File: src/core/sofc_defs.vh
// constants for the serial output format control block
// assumes an apb slave with 32-bit data, one register per aligned word
`ifndef SOFC_DEFS_VH
`define SOFC_DEFS_VH

// ==========================================================
// register indexes, byte address is four times the index
`define SOFC_IDX_PAT_LO        8'h10
`define SOFC_IDX_PAT_HI        8'h12
`define SOFC_IDX_FMT_CTRL      8'h16
`define SOFC_IDX_FMT_RDBK      8'h17
`define SOFC_IDX_DRV_CTRL      8'h18
`define SOFC_IDX_DRV_RDBK      8'h19
`define SOFC_IDX_STATUS        8'h1a
`define SOFC_ADDR_LSB          2

// ==========================================================
// reset values
`define SOFC_RST_FMT           8'h00
`define SOFC_RST_DRV           8'h00
`define SOFC_RST_PAT_LO        8'h00
`define SOFC_RST_PAT_HI        4'h0

// ==========================================================
// format control fields
`define SOFC_FMT_EQ_BIT        4
`define SOFC_FMT_NUMFMT_BIT    3
`define SOFC_FMT_MSBFIRST_BIT  2
`define SOFC_FMT_PAT_HI        1
`define SOFC_FMT_PAT_LO        0

// ==========================================================
// driver control fields
`define SOFC_DRV_TERM_BIT      4
`define SOFC_DRV_CUR_HI        3
`define SOFC_DRV_CUR_LO        2
`define SOFC_DRV_CM_BIT        1
`define SOFC_DRV_SLVS_BIT      0
`define SOFC_CUR_2MA5          2'h0
`define SOFC_CUR_3MA5          2'h1
`define SOFC_CUR_RSVD          2'h2
`define SOFC_CUR_5MA           2'h3

// ==========================================================
// status fields
`define SOFC_STAT_UNDERRUN_BIT 0
`define SOFC_STAT_LEVEL_LO     1

// ==========================================================
// pattern select codes and fixed training words
`define SOFC_PAT_SAMPLES       2'h0
`define SOFC_PAT_STEP          2'h1
`define SOFC_PAT_ALT           2'h2
`define SOFC_PAT_CUSTOM        2'h3
`define SOFC_WORD_STEP         12'h03f
`define SOFC_WORD_ALT          12'haaa

`endif

File: src/core/sofc_top.v
// serial output format control: apb registers, sample fifo and serializer
// assumes a free-running external bit clock sampled by ref_clk (40 mhz),
// bit clock well below half of ref_clk, samples arrive in two's complement
//
// Design decision made here: the APB interface to the registers.
`timescale 1ns/1ps
`include "sofc_defs.vh"
`default_nettype none

// ==========================================================
// sample fifo
module sofc_fifo #(
   parameter WIDTH = 12,
   parameter DEPTH = 32,
   parameter AW    = 5
) (
   // clock and reset
   input  wire             ref_clk,
   input  wire             arst_n,
   // fill side
   input  wire [WIDTH-1:0] in_data,
   input  wire             in_valid,
   output wire             in_ready,
   // drain side
   output wire [WIDTH-1:0] out_data,
   output wire             out_valid,
   input  wire             out_ready,
   // fill level
   output reg  [AW:0]      level
);
   reg [WIDTH-1:0] mem [0:DEPTH-1];
   reg [AW-1:0]    wr_ptr;
   reg [AW-1:0]    rd_ptr;
   wire            push;
   wire            pop;

   assign in_ready  = (level != DEPTH[AW:0]);
   assign out_valid = (level != {(AW+1){1'b0}});
   assign push      = in_valid & in_ready;
   assign pop       = out_valid & out_ready;
   assign out_data  = mem[rd_ptr];

   always @(posedge ref_clk) begin
      if (push) begin
         mem[wr_ptr] <= in_data;
      end
   end

   always @(posedge ref_clk or negedge arst_n) begin
      if (!arst_n) begin
         wr_ptr <= {AW{1'b0}};
         rd_ptr <= {AW{1'b0}};
      end else begin
         if (push) begin
            wr_ptr <= wr_ptr + 1'b1;
         end
         if (pop) begin
            rd_ptr <= rd_ptr + 1'b1;
         end
      end
   end

   // one count gives full and empty, so they never disagree with each other
   always @(posedge ref_clk or negedge arst_n) begin
      if (!arst_n) begin
         level <= {(AW+1){1'b0}};
      end else if (push & ~pop) begin
         level <= level + 1'b1;
      end else if (pop & ~push) begin
         level <= level - 1'b1;
      end
   end
endmodule // sofc_fifo

// ==========================================================
// top
// Contract
// RQ1: format control write-only, next address reads it
// RQ2: driver control write-only, next address reads it
// RQ3: software writes zero into bits 7:5
// RQ4: format bit 4 switches equalizer on
// RQ5: format bit 3 picks offset binary
// RQ6: format bit 2 sends msb first
// RQ7: pattern zero sends filtered samples
// RQ8: nonzero pattern repeats a training word
// RQ9: pattern one sends zeros then ones; code sends 12'h03f in the set bit order, so lsb first gives ones then zeros
// RQ10: pattern two sends alternating ones, zeros
// RQ11: pattern three sends the custom word
// RQ12: bit and word clocks never change
// RQ13: driver bit 0 selects slvs
// RQ14: common mode bit only in lvds
// RQ15: software sets common mode by supply
// RQ16: driver bit 4 enables termination
// RQ17: drive field sets current, 10 reserved
// RQ18: readback writes ignored, changes at word boundary
module sofc_top #(
   parameter WORD_BITS  = 12,
   parameter FIFO_DEPTH = 32,
   parameter FIFO_AW    = 5
) (
   // clock and reset
   input  wire                 ref_clk,
   input  wire                 arst_n,
   // apb slave
   input  wire                 psel,
   input  wire                 penable,
   input  wire                 pwrite,
   input  wire [7:0]           paddr,
   input  wire [31:0]          pwdata,
   output reg  [31:0]          prdata,
   output wire                 pready,
   output wire                 pslverr,
   // filtered samples
   input  wire [WORD_BITS-1:0] sample_data,
   input  wire                 sample_valid,
   output wire                 sample_ready,
   // serial link
   input  wire                 link_bit_clk,
   output reg                  ser_data,
   output reg                  bit_clk_out,
   output reg                  word_clk_out,
   // filter and driver controls
   output reg                  equalizer_on,
   output reg                  slvs_select,
   output reg                  common_mode_select,
   output reg  [1:0]           drive_current,
   output reg                  termination_on
);
   reg  [7:0]           fmt_ctrl;
   reg  [7:0]           drv_ctrl;
   reg  [7:0]           pat_lo;
   reg  [3:0]           pat_hi;
   reg                  underrun;
   reg                  rd_err;
   reg  [31:0]          next_rdata;
   reg                  next_err;
   wire [7:0]           idx;
   wire                 setup;
   wire                 wr_acc;
   wire [FIFO_AW:0]     level;
   wire [WORD_BITS-1:0] fifo_data;
   wire                 fifo_valid;
   wire                 fifo_pop;
   reg  [2:0]           bclk_sync;
   wire                 bclk_rise;
   reg  [3:0]           bit_cnt;
   reg  [WORD_BITS-1:0] shreg;
   reg                  act_msb_first;
   reg  [WORD_BITS-1:0] next_word;
   wire                 word_start;
   wire                 bit_last;
   wire [1:0]           drv_code;
   wire                 underrun_set;
   wire                 underrun_clr;

   // ==========================================================
   // apb decode: one wait-free access, read data captured in setup
   assign idx     = {2'b00, paddr[7:`SOFC_ADDR_LSB]};
   assign setup   = psel & ~penable;
   assign wr_acc  = psel & penable & pwrite;
   assign pready  = 1'b1;
   assign pslverr = psel & penable & rd_err;

   always @* begin
      next_rdata = 32'h0000_0000;
      next_err   = 1'b0;
      case (idx)
         `SOFC_IDX_PAT_LO:   next_rdata[7:0] = pat_lo;
         `SOFC_IDX_PAT_HI:   next_rdata[3:0] = pat_hi;
         `SOFC_IDX_FMT_CTRL: next_rdata = 32'h0000_0000;
         `SOFC_IDX_FMT_RDBK: next_rdata[7:0] = fmt_ctrl;   // see RQ1
         `SOFC_IDX_DRV_CTRL: next_rdata = 32'h0000_0000;
         `SOFC_IDX_DRV_RDBK: next_rdata[7:0] = drv_ctrl;   // see RQ2
         `SOFC_IDX_STATUS: begin
            next_rdata[`SOFC_STAT_UNDERRUN_BIT] = underrun;
            next_rdata[`SOFC_STAT_LEVEL_LO +: FIFO_AW+1] = level;
         end
         default:            next_err = 1'b1;
      endcase
   end

   always @(posedge ref_clk or negedge arst_n) begin
      if (!arst_n) begin
         prdata <= 32'h0000_0000;
         rd_err <= 1'b0;
      end else if (setup) begin
         prdata <= pwrite ? 32'h0000_0000 : next_rdata;
         rd_err <= next_err;
      end
   end

   // ==========================================================
   // control registers; readback addresses take no writes
   always @(posedge ref_clk or negedge arst_n) begin
      if (!arst_n) begin
         fmt_ctrl <= `SOFC_RST_FMT;
         drv_ctrl <= `SOFC_RST_DRV;
         pat_lo   <= `SOFC_RST_PAT_LO;
         pat_hi   <= `SOFC_RST_PAT_HI;
      end else if (wr_acc) begin
         case (idx)
            `SOFC_IDX_FMT_CTRL: fmt_ctrl <= pwdata[7:0];   // see RQ1
            `SOFC_IDX_DRV_CTRL: drv_ctrl <= pwdata[7:0];   // see RQ2
            `SOFC_IDX_PAT_LO:   pat_lo   <= pwdata[7:0];
            `SOFC_IDX_PAT_HI:   pat_hi   <= pwdata[3:0];
            default: begin
               // readback and status writes fall here, see RQ18
            end
         endcase
      end
   end

   // ==========================================================
   // driver settings: static levels, no word alignment needed
   always @(posedge ref_clk or negedge arst_n) begin
      if (!arst_n) begin
         slvs_select        <= 1'b0;
         common_mode_select <= 1'b0;
         termination_on     <= 1'b0;
      end else begin
         slvs_select        <= drv_ctrl[`SOFC_DRV_SLVS_BIT];                 // see RQ13
         // slvs has a fixed common mode, so the select is forced low there
         common_mode_select <= drv_ctrl[`SOFC_DRV_CM_BIT] &
                               ~drv_ctrl[`SOFC_DRV_SLVS_BIT];                // see RQ14
         termination_on     <= drv_ctrl[`SOFC_DRV_TERM_BIT];                 // see RQ16
      end
   end

   // ==========================================================
   // drive current; the reserved code falls back to the weakest drive
   assign drv_code = drv_ctrl[`SOFC_DRV_CUR_HI:`SOFC_DRV_CUR_LO];

   always @(posedge ref_clk or negedge arst_n) begin
      if (!arst_n) begin
         drive_current <= `SOFC_CUR_2MA5;
      end else if (drv_code == `SOFC_CUR_RSVD) begin
         drive_current <= `SOFC_CUR_2MA5;                                    // see RQ17
      end else begin
         drive_current <= drv_code;                                          // see RQ17
      end
   end

   // ==========================================================
   // sample fifo; the serializer drains one word per word period
   sofc_fifo #(
      .WIDTH (WORD_BITS),
      .DEPTH (FIFO_DEPTH),
      .AW    (FIFO_AW)
   ) u_fifo (
      .ref_clk   (ref_clk),
      .arst_n    (arst_n),
      .in_data   (sample_data),
      .in_valid  (sample_valid),
      .in_ready  (sample_ready),
      .out_data  (fifo_data),
      .out_valid (fifo_valid),
      .out_ready (fifo_pop),
      .level     (level)
   );

   // ==========================================================
   // link clock: two stages, third stage only for edge finding
   always @(posedge ref_clk or negedge arst_n) begin
      if (!arst_n) begin
         bclk_sync <= 3'h0;
      end else begin
         bclk_sync <= {bclk_sync[1:0], link_bit_clk};
      end
   end
   assign bclk_rise  = bclk_sync[1] & ~bclk_sync[2];
   assign word_start = bclk_rise & (bit_cnt == 4'h0);
   // samples are consumed even in training modes so the source stalls only while the fifo holds 32 words
   assign fifo_pop   = word_start;

   // ==========================================================
   // next word: pattern and format picked at the word boundary
   always @* begin
      case (fmt_ctrl[`SOFC_FMT_PAT_HI:`SOFC_FMT_PAT_LO])
         `SOFC_PAT_SAMPLES: begin
            // empty fifo sends a zero word
            next_word = fifo_valid ? fifo_data : {WORD_BITS{1'b0}};          // see RQ7
            if (fmt_ctrl[`SOFC_FMT_NUMFMT_BIT]) begin
               next_word[WORD_BITS-1] = ~next_word[WORD_BITS-1];             // see RQ5
            end
         end
         `SOFC_PAT_STEP:   next_word = `SOFC_WORD_STEP;                      // see RQ8, see RQ9
         `SOFC_PAT_ALT:    next_word = `SOFC_WORD_ALT;                       // see RQ10
         `SOFC_PAT_CUSTOM: next_word = {pat_hi, pat_lo};                     // see RQ11
         default:          next_word = {WORD_BITS{1'b0}};
      endcase
   end

   // ==========================================================
   // serializer clocks: bit and word clocks follow the link whatever the pattern
   assign bit_last = (bit_cnt == WORD_BITS - 1);

   always @(posedge ref_clk or negedge arst_n) begin
      if (!arst_n) begin
         bit_cnt      <= 4'h0;
         bit_clk_out  <= 1'b0;
         word_clk_out <= 1'b0;
      end else begin
         bit_clk_out <= bclk_sync[1];                                        // see RQ12
         if (bclk_rise) begin
            word_clk_out <= (bit_cnt < (WORD_BITS / 2));                     // see RQ12
            if (bit_last) begin
               bit_cnt <= 4'h0;
            end else begin
               bit_cnt <= bit_cnt + 1'b1;
            end
         end
      end
   end

   // ==========================================================
   // word settings: latched at the word start so a word never mixes two formats
   always @(posedge ref_clk or negedge arst_n) begin
      if (!arst_n) begin
         act_msb_first <= 1'b0;
         equalizer_on  <= 1'b0;
      end else if (word_start) begin
         act_msb_first <= fmt_ctrl[`SOFC_FMT_MSBFIRST_BIT];                  // see RQ18
         equalizer_on  <= fmt_ctrl[`SOFC_FMT_EQ_BIT];                        // see RQ4, see RQ18
      end
   end

   // ==========================================================
   // shifter: one bit per link clock rising edge
   always @(posedge ref_clk or negedge arst_n) begin
      if (!arst_n) begin
         shreg    <= {WORD_BITS{1'b0}};
         ser_data <= 1'b0;
      end else if (word_start) begin
         if (fmt_ctrl[`SOFC_FMT_MSBFIRST_BIT]) begin
            ser_data <= next_word[WORD_BITS-1];                              // see RQ6
            shreg    <= {next_word[WORD_BITS-2:0], 1'b0};
         end else begin
            ser_data <= next_word[0];                                        // see RQ6
            shreg    <= {1'b0, next_word[WORD_BITS-1:1]};
         end
      end else if (bclk_rise) begin
         if (act_msb_first) begin
            ser_data <= shreg[WORD_BITS-1];
            shreg    <= {shreg[WORD_BITS-2:0], 1'b0};
         end else begin
            ser_data <= shreg[0];
            shreg    <= {1'b0, shreg[WORD_BITS-1:1]};
         end
      end
   end

   // ==========================================================
   // underrun: sticky, write one to clear; a set in the same cycle wins
   assign underrun_set = word_start & ~fifo_valid &
                         (fmt_ctrl[`SOFC_FMT_PAT_HI:`SOFC_FMT_PAT_LO] == `SOFC_PAT_SAMPLES);
   assign underrun_clr = wr_acc & (idx == `SOFC_IDX_STATUS) & pwdata[`SOFC_STAT_UNDERRUN_BIT];

   always @(posedge ref_clk or negedge arst_n) begin
      if (!arst_n) begin
         underrun <= 1'b0;
      end else if (underrun_set) begin
         underrun <= 1'b1;
      end else if (underrun_clr) begin
         underrun <= 1'b0;
      end
   end
endmodule // sofc_top

`default_nettype wire

File: config.mk
export PLATFORM = sky130hd
export DESIGN_NAME = sofc_top
export DESIGN_NICKNAME = d
export VERILOG_FILES = /design/src/core/sofc_top.v
export VERILOG_INCLUDE_DIRS = /design/src /design/src/core
export SDC_FILE = /design/constraint.sdc
export NUM_CORES = 1
export LEC_CHECK = 0
export BUFFER_PORTS_ARGS = -buffer_cell sky130_fd_sc_hd__clkbuf_2
export CAP_MARGIN = 15
export CORE_MARGIN = 2
export CORE_UTILIZATION = 57
export DETAILED_ROUTE_END_ITERATION = 10
export PLACE_DENSITY = 0.73
export SLEW_MARGIN = 20
export SYNTH_ARGS = -nofsm -noshare
export SYNTH_HDL_FRONTEND = slang
export SYNTH_SLANG_ARGS = --single-unit
export TNS_END_PERCENT = 5
File: constraint.sdc
create_clock -name ref_clk -period 3.7 [get_ports ref_clk]
set_input_delay 0.74 -clock ref_clk [delete_from_list [all_inputs] [get_ports ref_clk]]
set_output_delay 0.74 -clock ref_clk [all_outputs]
set_load 0.02 [all_outputs]
After elaboration in Yosys (flattened, before gate mapping) --
Memories as Yosys holds them, arrays and structs flattened. Index checks and enable logic that the tools add are counted.
Storage, ports and cells: logic and storage cells 99, output and inout port bits 44, memories kept 1, register bits 107, RAM bits 384, input bits 59
Cells by class: add/subtract/negate cells 5, reductions and logical operators 11, multiplexer cells 24, bitwise operators 22, equality and inequality tests 13, order comparisons 1
Memory list:
- u_fifo.mem | depth 32, bits a word 12, read ports 1, clocked after Yosys merged registers in 0, write ports 1, RTL line sofc_top.v:31 | reg [WIDTH-1:0] mem [0:DEPTH-1];
Operators with widths (number):
- $mux W12 | 5
- $pmux W12 S4 | 1
- $eq A6 B5 Y1 const B | 7
- $pmux W4 S5 | 1
- $and A1 B1 Y1 | 15
- $mux W6 | 2
- $pmux W3 S4 | 1
- $add A5 B1 Y5 const B | 2
- $mux W1 | 10
- $mux W8 | 1
- $reduce_and A2 Y1 | 4
- $not A1 Y1 | 7
- $reduce_or A7 Y1 | 1
- $add A6 B1 Y6 const B | 1
- $eq A2 B2 Y1 const B | 3
- $ne A6 B6 Y1 const B | 1
- $reduce_bool A2 Y1 | 3
- $reduce_bool A6 Y1 | 1
- $sub A6 B1 Y6 const B | 1
- $add A4 B1 Y4 const B | 1
- $eq A4 B4 Y1 const B | 1
- $logic_not A4 Y1 | 1
- $lt A4 B3 Y1 const B | 1
- $mux W4 | 1
- other kinds (4) | 4

Longest topological paths before layout --
Gate-level depths: netlist (run 1).
depth after elaboration 7, mapped depth 16, mapped depth without buffers 15

Hierarchy --
From an unflattened synthesis (run 1), not the netlist that was laid out.
Second synthesis, totals: cells, all modules 1127, area total of the unflattened synthesis 19363.6 um2
By module, submodules not included:
- sofc_fifo | sequential area each 11931.4 um2, area each 15636.2 um2, instances 1, cells an instance 769
- sofc_top | sequential area each 1651.6 um2, area each 3727.3 um2, instances 1, cells an instance 358

Worst setup path after synthesis (run 1) --
Ideal clock, no wire load.
path type register to register, start register u_fifo.level[2], end register u_fifo.level[5], buffers on the path 1, data required time 3.620 ns, clock period less this slack 3.176 ns, arrival 3.096 ns, setup time 0.080 ns, stages on the path, launching flop included 15, setup slack 0.524 ns, path through dfrtp_1 or4_4 nor2_1 nand2_1 and2_1 clkbuf_1 ha_1 inv_1 ha_1 a21o_1 a21oi_1 o21bai_1 a21oi_1 mux2i_1 xnor2_1
Between the ends: cells in the longest elaborated chain, start to end 5, elaborated cells between the ends (all ways) 13, those cells by class add/sub: 2; eq/ne: 1; mux: 2; bitwise: 6; reduce/logical: 2
RTL lines:
- from (decl) | RTL line sofc_top.v:29 | output reg [AW:0] level
- from (signal assigned) | RTL line sofc_top.v:66 | level <= {(AW+1){1'b0}};
- from (signal assigned) | RTL line sofc_top.v:68 | level <= level + 1'b1;
- from (signal assigned) | RTL line sofc_top.v:70 | level <= level - 1'b1;
- $ne A6 B6 Y1 * | RTL line sofc_top.v:37 | assign in_ready = (level != DEPTH[AW:0]);
- named net sample_ready | RTL line sofc_top.v:116 | output wire sample_ready,
- $and A1 B1 Y1 * | RTL line sofc_top.v:39 | assign push = in_valid & in_ready;
- named net u_fifo.push | RTL line sofc_top.v:34 | wire push;
- $not A1 Y1 | RTL line sofc_top.v:69 | end else if (pop & ~push) begin
- $and A1 B1 Y1 | RTL line sofc_top.v:69
- $reduce_bool A2 Y1 (no line)
The timed path passes the listed nets; every way through them passes the cells marked *. The select of a mux whose other input is x is not followed. A chain may end at the register's enable or synchronous reset.

Final worst setup path (run 1) --
start register u_fifo.level[2], end register u_fifo.level[5]
Between the ends: cells in the longest elaborated chain, start to end 5, elaborated cells between the ends (all ways) 13, those cells by class add/sub: 2; eq/ne: 1; mux: 2; bitwise: 6; reduce/logical: 2
RTL lines:
- parallel branches: the longest is 5 deep, another holds $sub A6 B1 Y6
Several ways; the timed one is not identified. The select of a mux whose other input is x is not followed.

==> results.yml, run 1 <==
timing:
  tightest_slew_ns: 0.924
  period_share_pct: 88.5
  setup_viol: 0
  slew_headroom_pct: 38.3
  hold_viol: 0
  rsz0062_at_grt: "no"
  fmax_ghz: 0.305
  period_minus_slack_ns: 3.28
  worst_clock_skew_ns: 0.0284
  setup-tns-final_ns: 0
  slew_violations: 0
power_and_ir_drop:
  peakVddDrop_v: 0.000416
  leakagePower_uw: 0.00762
  total_power_uw: 15200
  power_density_nw_per_um2: 704
yosys:
  synth_edf_count: 384
  syn_area_per_cell_um2: 17.5
  ys_ff_latch: 466
  yosysSeqAreaShare_pct: 70.8
  synthArstFlopShare_pct: 17.6
  yosys.cell_types.count: 60
  synthFlopType: "edfxtp_1"
  syn_inst: 1095
  yosysWarnings: 0
  syn_area_um2: 19200
clock_tree:
  ctsHoldBuffers: 0
  clock_sinks: 466
  clockRootBuffer: "clkbuf_16"
  clkTransAtPathRegs_ns: 0.06
  cts_made_buffers: 47
  htreeDepth: 2
  clock_latency_ns: 0.57
  cts_resized: 0
  post-cts-setup-buffer-count: 0
  clockBufferDepth: 3
  cts_tree: "yes"
layout:
  fillers: 2283
  final_cells: 1681
  layout-drive-gt1-share_pct: 25.1
  design_area_um2: 21700
  n_antenna_cell: 0
  areaGrowthSynthToFinish_pct: 12.9
  fin_nets: 1267
  layout_commonest_cell: "edfxtp_1"
  final_cell_mix: "edfxtp_1, mux4_2, dfrtp_1, nor2_1, nand2_1"
  final_core_util_pct: 64.9
floorplan:
  design.die.area_um2: 35100
  die_h_um: 187
  io_pins: 103
  die_width_um: 187
  coreArea_um2: 33400
  start_util_pct: 57.5
  rows: 67
placed_design:
  dpl.hpwl_mm: 27.2
  dp_cells: 1594
  dpl-instance-area_um2: 20100
  gp_congestion: 0.869
  place.port_buffers: 51
detailed_routing:
  ant_nets: 0
  drt_iter0_drc: 1037
  dr.pass1.iters: 5
  dr_total_vias: 10516
  post_drt_wl_per_cell_um: 25.7
  route.detailed.drc: 0
  finalWirelength_mm: 43.3
  via_per_inst: 6.26
global_route:
  antenna_found_initial: 1
  grt_pass1_vias: 10429
  grt_first_pass_wirelength_mm: 65.1
  grt_max_degree: 83
  gr-usage-all-layers_pct: 25.1
  gr-total-overflow: 0
worst_setup_path:
  r2r_start: "u_fifo.level[2]$_DFFE_PN0P_"
  worstPathRequired_ns: 4.19
  critPathLaunchType: "flip-flop"
  timing.critical_path.cells: "or4_4 > nor2_1 > nand2_1 > and2_1 > ha_1 > inv_1 > ha_1 > a21o_1 > a21oi_1 > o21bai_1 > a21oi_1 > mux2i_1 > xnor2_1"
  crit_type: "flip-flop to flip-flop"
  worst_path_max_delay_cell: "or4_4"
  crit_arrival_ns: 3.76
  cp_max_fo: 10
  cp-end-kind: "flip-flop"
  startpoint: "u_fifo.level[2]$_DFFE_PN0P_"
  cpPeakStageDelay_ns: 0.58
min_path:
  min_path_type: "input port to async pin"
status:
  outcome: "finished, final reports clean"
run:
  timing.max_cap.violations: 0
final timing paths:
path / to / slack (ns) / cells past startpoint
min in group ref_clk: bclk_sync[0]$_DFF_PN0_ / 0.31 / 1
setup / recovery: u_fifo.level[5]$_DFFE_PN0P_ / 0.42 / 13
hold / removal: shreg[7]$_DFFE_PN0P_ / 0.23 / 1
hold reg to reg: bclk_sync[1]$_DFF_PN0_ / 0.35 / 0
setup reg to reg: u_fifo.level[5]$_DFFE_PN0P_ / 0.42 / 13
max in group asynchronous: u_fifo.rd_ptr[1]$_DFFE_PN0P_ / 2.89 / 1
kinds of logic (layout without fill, tap and decap cells):
family	after synthesis	after routing	synth area share (%)
adder cells (fa/ha/maj)	13	13	0.887
XOR/XNOR	13	13	0.593
other	2	25	0.0391
buffers and inverters	92	207	2.76
AO/OA/AOI/OAI	140	140	5.00
AND/OR/NAND/NOR	210	210	5.31
multiplexers	159	159	14.6
flip-flops	466	466	70.8
layout make-up:
class	count	area (µm²)	share of cell area, %
inverter	12	45.0	0.208
multi-input combinational	560	5170	23.9
clock inverter	29	334	1.54
sequential	466	13600	62.8
tap	448	561	2.59
timing repair buffer	108	727	3.36
clock buffer	58	1230	5.67
power breakdown:
group          internal, µW  switching, µW
combinational          1730           1990
clock                  2850           1940
sequential             6170            555
total                 10800           4480
cells in the mapped netlist, types with 7 or more instances:
cell type,n,area [µm²]
nand2_1,57,214
buf_2,9,45.0
nor3_1,13,65.1
nor2_1,61,229
clkbuf_1,24,90.1
mux2i_1,35,350
o21ai_0,31,155
nand3_1,25,125
a22oi_1,12,90.1
a221o_1,8,80.1
ha_1,12,150
edfxtp_1,384,11500
a21oi_1,21,105
nor2b_1,7,43.8
xnor2_1,12,105
dfrtp_1,82,2050
inv_1,12,45.0
buf_4,37,278
nand3b_1,10,75.1
mux4_2,94,2120
a22o_1,11,96.3
o22ai_1,13,81.3
a211oi_1,10,75.1
mux2_2,30,338
per-stage QoR:
step | setup WS [ns] | hold slack, ns
6_report | 0.424 | 0.230
4_1_cts | 0.416 | 0.291
3_3_place_gp | 0.496 | 0.339
5_1_grt | 0.139 | 0.286
3_5_place_dp | 0.435 | 0.346
2_1_floorplan | 0.524 | 0.331
critical path, delay by kind of cell (launching register included):
family | cells | cell delay, ns
XOR/XNOR | 1 | 0.14
adder cells (fa/ha/maj) | 2 | 0.53
AO/OA/AOI/OAI | 4 | 0.63
AND/OR/NAND/NOR | 4 | 1.05
buffers and inverters | 1 | 0.19
flip-flops | 1 | 0.42
multiplexers | 1 | 0.24
flip-flops by register name, indices dropped and copies added, names as in the netlist, 2 cells and up:
name           flops
bclk_sync          3
bit_cnt            4
drive_current      2
drv_ctrl           8
fmt_ctrl           8
pat_hi             4
pat_lo             8
prdata             8
shreg             12
u_fifo.level       6
u_fifo.mem       384
u_fifo.rd_ptr      5
u_fifo.wr_ptr      5
routing by layer:
| layer | track usage (%) | wire length [µm] | vias up | part of all wire [%] |
|---|---|---|---|---|
| met5 | 0 | 13 | - | 0.030 |
| li1 | - | - | 4525 | - |
| met2 | 39.9 | 20800 | 486 | 48 |
| met3 | 6.74 | 3980 | 81 | 9.2 |
| met1 | 34.3 | 17200 | 5422 | 40 |
| met4 | 8.60 | 1340 | 2 | 3.1 |
(Power assumes the default switching activity.)
==> run 2, diff against run 1 <==
--- a/config.mk
+++ b/config.mk
@@ -11,7 +11,7 @@
 export CORE_MARGIN = 2
 export CORE_UTILIZATION = 57
 export DETAILED_ROUTE_END_ITERATION = 10
-export PLACE_DENSITY = 0.73
+export PLACE_DENSITY = 0.85
 export SLEW_MARGIN = 20
 export SYNTH_ARGS = -nofsm -noshare
 export SYNTH_HDL_FRONTEND = slang
==> run 2 against run 1 <==
Against the previous run:
- hold slack got worse by 0.015 ns
- global-route usage increased by 0.96 points
- critical path depth unchanged
- largest power group unchanged
- utilization decreased by 0.55 points
- clock-buffer cell count decreased by 3
- critical endpoint unchanged
- register-to-register slack got worse by 0.07 ns
- first-iteration DRC count increased by 29%
- power decreased by 0.74%
- sequential power increased by 1%
- setup slack got worse by 0.068 ns
==> results.yml, run 2 (synthesized netlist as in run 1, its figures left out) <==
floorplan:
  design.die.area_um2: 35100
  die_h_um: 187
  rows: 67
  io_pins: 103
  coreArea_um2: 33400
  die_width_um: 187
  start_util_pct: 57.5
timing:
  slew_violations: 0
  rsz0062_at_grt: "no"
  slew_headroom_pct: 24.6
  worst_clock_skew_ns: 0.0116
  tightest_slew_ns: 1.13
  setup-tns-final_ns: 0
  fmax_ghz: 0.299
  hold_viol: 0
  setup_viol: 0
  period_minus_slack_ns: 3.34
  period_share_pct: 90.4
power_and_ir_drop:
  p_clk_share_pct: 29.6
  leakagePower_uw: 0.00749
  peakVddDrop_v: 0.000407
  pwr-share-comb_pct: 25.2
  seq_power_share_pct: 45.1
  p_sw_uw: 4620
  power_density_nw_per_um2: 705
  internal-power_uw: 10500
  p_sw_share_pct: 30.5
detailed_routing:
  dr.pass1.iters: 5
  met3_length_mm: 4.54
  wl_met2_mm: 21.8
  post_drt_wl_per_cell_um: 27.1
  wl_met1_mm: 16.3
  ant_nets: 0
  dr_total_vias: 10840
  finalWirelength_mm: 45.0
  drt_iter0_drc: 1340
  via_per_inst: 6.52
  route.detailed.drc: 0
  top_layer_used: "met4"
placed_design:
  place.port_buffers: 51
  dpl-instance-area_um2: 20000
  dpl.hpwl_mm: 27.4
  gp_congestion: 0.873
worst_setup_path:
  cpPeakStageDelay_ns: 0.57
  timing.critical_path.cells: "or4_4 > nor2_1 > nand2_1 > and2_1 > ha_1 > inv_1 > ha_1 > a21o_1 > a21oi_1 > o21bai_1 > a21oi_1 > mux2i_1 > xnor2_1"
  cp_max_fo: 10
  cp-end-kind: "flip-flop"
  worst_path_max_delay_cell: "or4_4"
  critPathLaunchType: "flip-flop"
  path_buf_inv: 1
  crit_type: "flip-flop to flip-flop"
  crit_arrival_ns: 3.83
  worstPathRequired_ns: 4.19
  critPathTopFamily: "simple AND/OR/NAND/NOR gates"
clock_tree:
  ctsHoldBuffers: 0
  cts_resized: 0
  clock_latency_ns: 0.57
  clockBufferDepth: 3
  clockRootBuffer: "clkbuf_16"
  clkTransAtPathRegs_ns: 0.06
  cts_made_buffers: 44
  clock_sinks: 466
  cts_tree: "yes"
  htreeDepth: 2
  post-cts-setup-buffer-count: 0
global_route:
  grt_max_degree: 83
  antenna_found_initial: 0
  grt_pass1_vias: 10814
  grt_first_pass_wirelength_mm: 67.8
  gr-usage-all-layers_pct: 26.1
  gr-total-overflow: 0
layout:
  largest_reg_flops: 384
  fin_nets: 1251
  multi_input_area_um2: 5210
  fillers: 2176
  reg_top3: "u_fifo.mem: 384 flops, shreg: 12 flops"
  n_antenna_cell: 0
  layout-drive-gt1-share_pct: 25.5
  layout_commonest_cell: "edfxtp_1"
  largest_register: "u_fifo.mem"
  design_area_um2: 21500
  areaGrowthSynthToFinish_pct: 11.9
  final_cell_mix: "edfxtp_1, mux4_2, dfrtp_1, nand2_1, clkbuf_2"
  register_area_um2: 13600
min_path:
  min_path_type: "input port to async pin"
run:
  timing.max_cap.violations: 0
status:
  outcome: "finished, final reports clean"
run 2: changes by cell type in the layout (fill, tap and decap cells not counted):
| cell | change |
|---|---|
| buf_4 | -13 |
| bufinv_16 | -2 |
| clkbuf_16 | -3 |
| clkinv_1 | -2 |
| clkinv_2 | +2 |
| clkinv_8 | +1 |
| inv_6 | -1 |
| nor2_1 | -16 |
| nor2_2 | +16 |
run 2: routing by layer:
layer | track usage, % | up-vias
li1 | - | 4474
met1 | 34.2 | 5452
met2 | 42.3 | 762
met3 | 5.38 | 152
met4 | 12.9 | 0
met5 | 0 | -
run 2: cell type report:
cell class                 instances  share of cell area (%)
clock inverter                    27                    1.32
sequential                       466                    63.3
multi-input combinational        560                    24.3
tap                              448                    2.61
inverter                          12                   0.210
timing repair buffer              95                    2.93
clock buffer                      55                    5.37
run 2: final timing paths:
kind | from | to | slack [ns] | cells after the start
worst max register to register | u_fifo.level[4]$_DFFE_PN0P_ | u_fifo.level[5]$_DFFE_PN0P_ | 0.36 | 13
worst min-delay path | arst_n | bclk_sync[1]$_DFF_PN0_ | 0.21 | 1
max in group asynchronous | arst_n | u_fifo.rd_ptr[0]$_DFFE_PN0P_ | 2.88 | 1
worst max-delay path | u_fifo.level[4]$_DFFE_PN0P_ | u_fifo.level[5]$_DFFE_PN0P_ | 0.36 | 13
min in group ref_clk | link_bit_clk | bclk_sync[0]$_DFF_PN0_ | 0.29 | 1
worst min register to register | bclk_sync[0]$_DFF_PN0_ | bclk_sync[1]$_DFF_PN0_ | 0.36 | 0
run 2: stage by stage:
stage               util [%]  power, µW  hold WS [ns]  std cells  worst slack, ns
floorplan                  -       9300         0.331       1118            0.524
global placement        59.9      10400         0.340       1581            0.500
detailed placement      60.0      10600         0.336       1581            0.447
CTS                     64.3      15100         0.283       1663            0.366
global route            64.4      15600         0.283       1663            0.134
finish                  64.4      15100         0.215       1663            0.356
run 2: power groups by stage:
stage	Combinational, µW	Clock, µW	Sequential (µW)
floorplan	2850	0	6460
global placement	3560	0	6870
detailed placement	3670	0	6900
CTS	3770	4510	6810
global route	4010	4720	6880
finish	3820	4490	6830
==> run 3, diff against run 2 <==
--- a/config.mk
+++ b/config.mk
@@ -11,6 +11,7 @@
 export CORE_MARGIN = 2
 export CORE_UTILIZATION = 57
 export DETAILED_ROUTE_END_ITERATION = 10
+export MAX_ROUTING_LAYER = met4
 export PLACE_DENSITY = 0.85
 export SLEW_MARGIN = 20
 export SYNTH_ARGS = -nofsm -noshare
==> constraint.sdc (replaced) <==
create_clock -name ref_clk -period 3.3 [get_ports ref_clk]
set_input_delay 0.495 -clock ref_clk [delete_from_list [all_inputs] [get_ports ref_clk]]
set_output_delay 0.495 -clock ref_clk [all_outputs]
set_load 0.02 [all_outputs]
==> run 3 against run 2 <==
Against the previous run:
- the run now ends with negative hold slack left
- final cell count grew 0.12%
- register-to-register slack lost 0.13 ns
- highest routed layer unchanged
- clock skew grew 0.019 ns
- final area grew 0.23%
- largest cell class unchanged
- clock power grew 14%
- global-route usage grew 0.90 points
- hold slack lost 0.23 ns
- wire length grew 0.56%
- critical path type unchanged
- die area is the same
==> results.yml, run 3 (synthesized netlist as in run 1, its figures left out) <==
timing:
  period_minus_slack_ns: 3.08
  tightest_slew_ns: 1.01
  rsz0062_at_grt: "no"
  hold_viol: 7
  setup-tns-final_ns: 0
  setup_viol: 0
  slew_violations: 0
  worst_clock_skew_ns: 0.0302
  fin_hold_ws_ns: -0.0127
  fmax_ghz: 0.325
  period_share_pct: 93.3
  slew_headroom_pct: 32.6
layout:
  fin_nets: 1253
  layout_commonest_cell: "edfxtp_1"
  final_core_util_pct: 64.5
  layout-drive-gt1-share_pct: 26.6
  reg_top3: "u_fifo.mem: 384 flops, shreg: 12 flops"
  areaGrowthSynthToFinish_pct: 12.2
  largest_reg_flops: 384
  n_antenna_cell: 0
  final_cell_mix: "edfxtp_1, mux4_2, dfrtp_1, nand2_1, clkbuf_2"
  largest_register: "u_fifo.mem"
detailed_routing:
  finalWirelength_mm: 45.3
  route.detailed.drc: 0
  dr.pass1.iters: 6
  post_drt_wl_per_cell_um: 27.2
  dr_total_vias: 10926
  ant_nets: 0
  via_per_inst: 6.56
  drt_iter0_drc: 1448
worst_setup_path:
  worstPathRequired_ns: 3.79
  path_buf_inv: 2
  cpPeakStageDelay_ns: 0.59
  timing.critical_path.cells: "or4_4 > nor3_1 > nor2_2 > inv_1 > ha_1 > inv_2 > ha_1 > a21o_1 > a21oi_1 > o21bai_1 > a21oi_1 > mux2i_1 > xnor2_1"
  cp-end-kind: "flip-flop"
  crit_arrival_ns: 3.57
  critPathTopFamily: "simple AND/OR/NAND/NOR gates"
  critPathLaunchType: "flip-flop"
  crit_type: "flip-flop to flip-flop"
  worst_path_max_delay_cell: "or4_4"
  cp_max_fo: 6
placed_design:
  dpl.hpwl_mm: 27.8
  gp_congestion: 0.911
  place.port_buffers: 51
run:
  timing.max_cap.violations: 0
clock_tree:
  clockBufferDepth: 3
  cts_tree: "yes"
  cts_made_buffers: 45
  clock_sinks: 466
  ctsHoldBuffers: 0
  clock_latency_ns: 0.57
  clockRootBuffer: "clkbuf_16"
  htreeDepth: 2
  clkTransAtPathRegs_ns: 0.06
power_and_ir_drop:
  power_density_nw_per_um2: 794
  internal-power_uw: 11900
  p_sw_uw: 5220
  leakagePower_uw: 0.00750
  p_sw_share_pct: 30.5
  seq_power_share_pct: 44.4
  p_clk_share_pct: 30.0
  pwr-share-comb_pct: 25.6
  peakVddDrop_v: 0.000826
floorplan:
  die_h_um: 187
  die_width_um: 187
  io_pins: 103
  rows: 67
  start_util_pct: 57.5
  design.die.area_um2: 35100
  coreArea_um2: 33400
global_route:
  gr-usage-all-layers_pct: 27.0
  antenna_found_initial: 0
  gr-total-overflow: 0
  grt_max_degree: 83
  grt_first_pass_wirelength_mm: 68.1
  grt_pass1_vias: 10981
min_path:
  min_path_type: "input port to async pin"
status:
  outcome: "complete, but fails checks"
  violations: "negative hold slack"
==> run 3: through the flow <==
step                std cells  area, µm²  hold slack (ns)  setup WS (ns)  total power [µW]
floorplan                1118      19300            0.199          0.124             10400
global placement         1582      20000            0.341          0.250             11700
detailed placement       1582      20000            0.340          0.161             11900
CTS                      1665      21500           0.0588          0.158             17100
global route             1665      21500           0.0448         0.0348             17600
finish                   1665      21500          -0.0127          0.223             17100
==> run 3: per-layer routing <==
metal	up-vias	share of wire, %	track usage (%)
met4	0	4.3	11.2
li1	4486	-	-
met1	5547	37	34.9
met3	145	9.7	4.90
met5	-	0	-
met2	748	49	43.0
==> run 3: power by group through the flow <==
stage	Sequential [µW]	Combinational [µW]	Clock, µW
after global routing	7650	4610	5390
after global placement	7620	4080	0
after detailed placement	7680	4230	0
final	7590	4380	5130
after CTS	7580	4320	5180
after floorplan	7240	3190	0
==> run 3: layout make-up <==
type / count / area, µm²
clock buffer: 59 / 1230
clock inverter: 24 / 243
fill: 2167 / 11800
inverter: 12 / 45.0
multi-input combinational: 560 / 5230
sequential: 466 / 13600
tap: 448 / 561
timing repair buffer: 96 / 624
==> run 3: final timing paths <==
kind / from / endpoint / slack [ns] / cells past startpoint
max in group asynchronous: arst_n / u_fifo.rd_ptr[0]$_DFFE_PN0P_ / 2.73 / 1
min in group ref_clk: link_bit_clk / bclk_sync[0]$_DFF_PN0_ / 0.07 / 1
worst min-delay path: arst_n / word_clk_out$_DFFE_PN0P_ / -0.01 / 1
worst min register to register: bclk_sync[0]$_DFF_PN0_ / bclk_sync[1]$_DFF_PN0_ / 0.36 / 0
worst max-delay path: u_fifo.level[2]$_DFFE_PN0P_ / u_fifo.level[5]$_DFFE_PN0P_ / 0.22 / 13
worst max register to register: u_fifo.level[2]$_DFFE_PN0P_ / u_fifo.level[5]$_DFFE_PN0P_ / 0.22 / 13
==> run 3: what timing repair did <==
action / 4_1_cts / 5_1_grt
setup buffers: 0 / 0
endpoints found under the setup margin: 0 / 1
resized for setup: 0 / 2
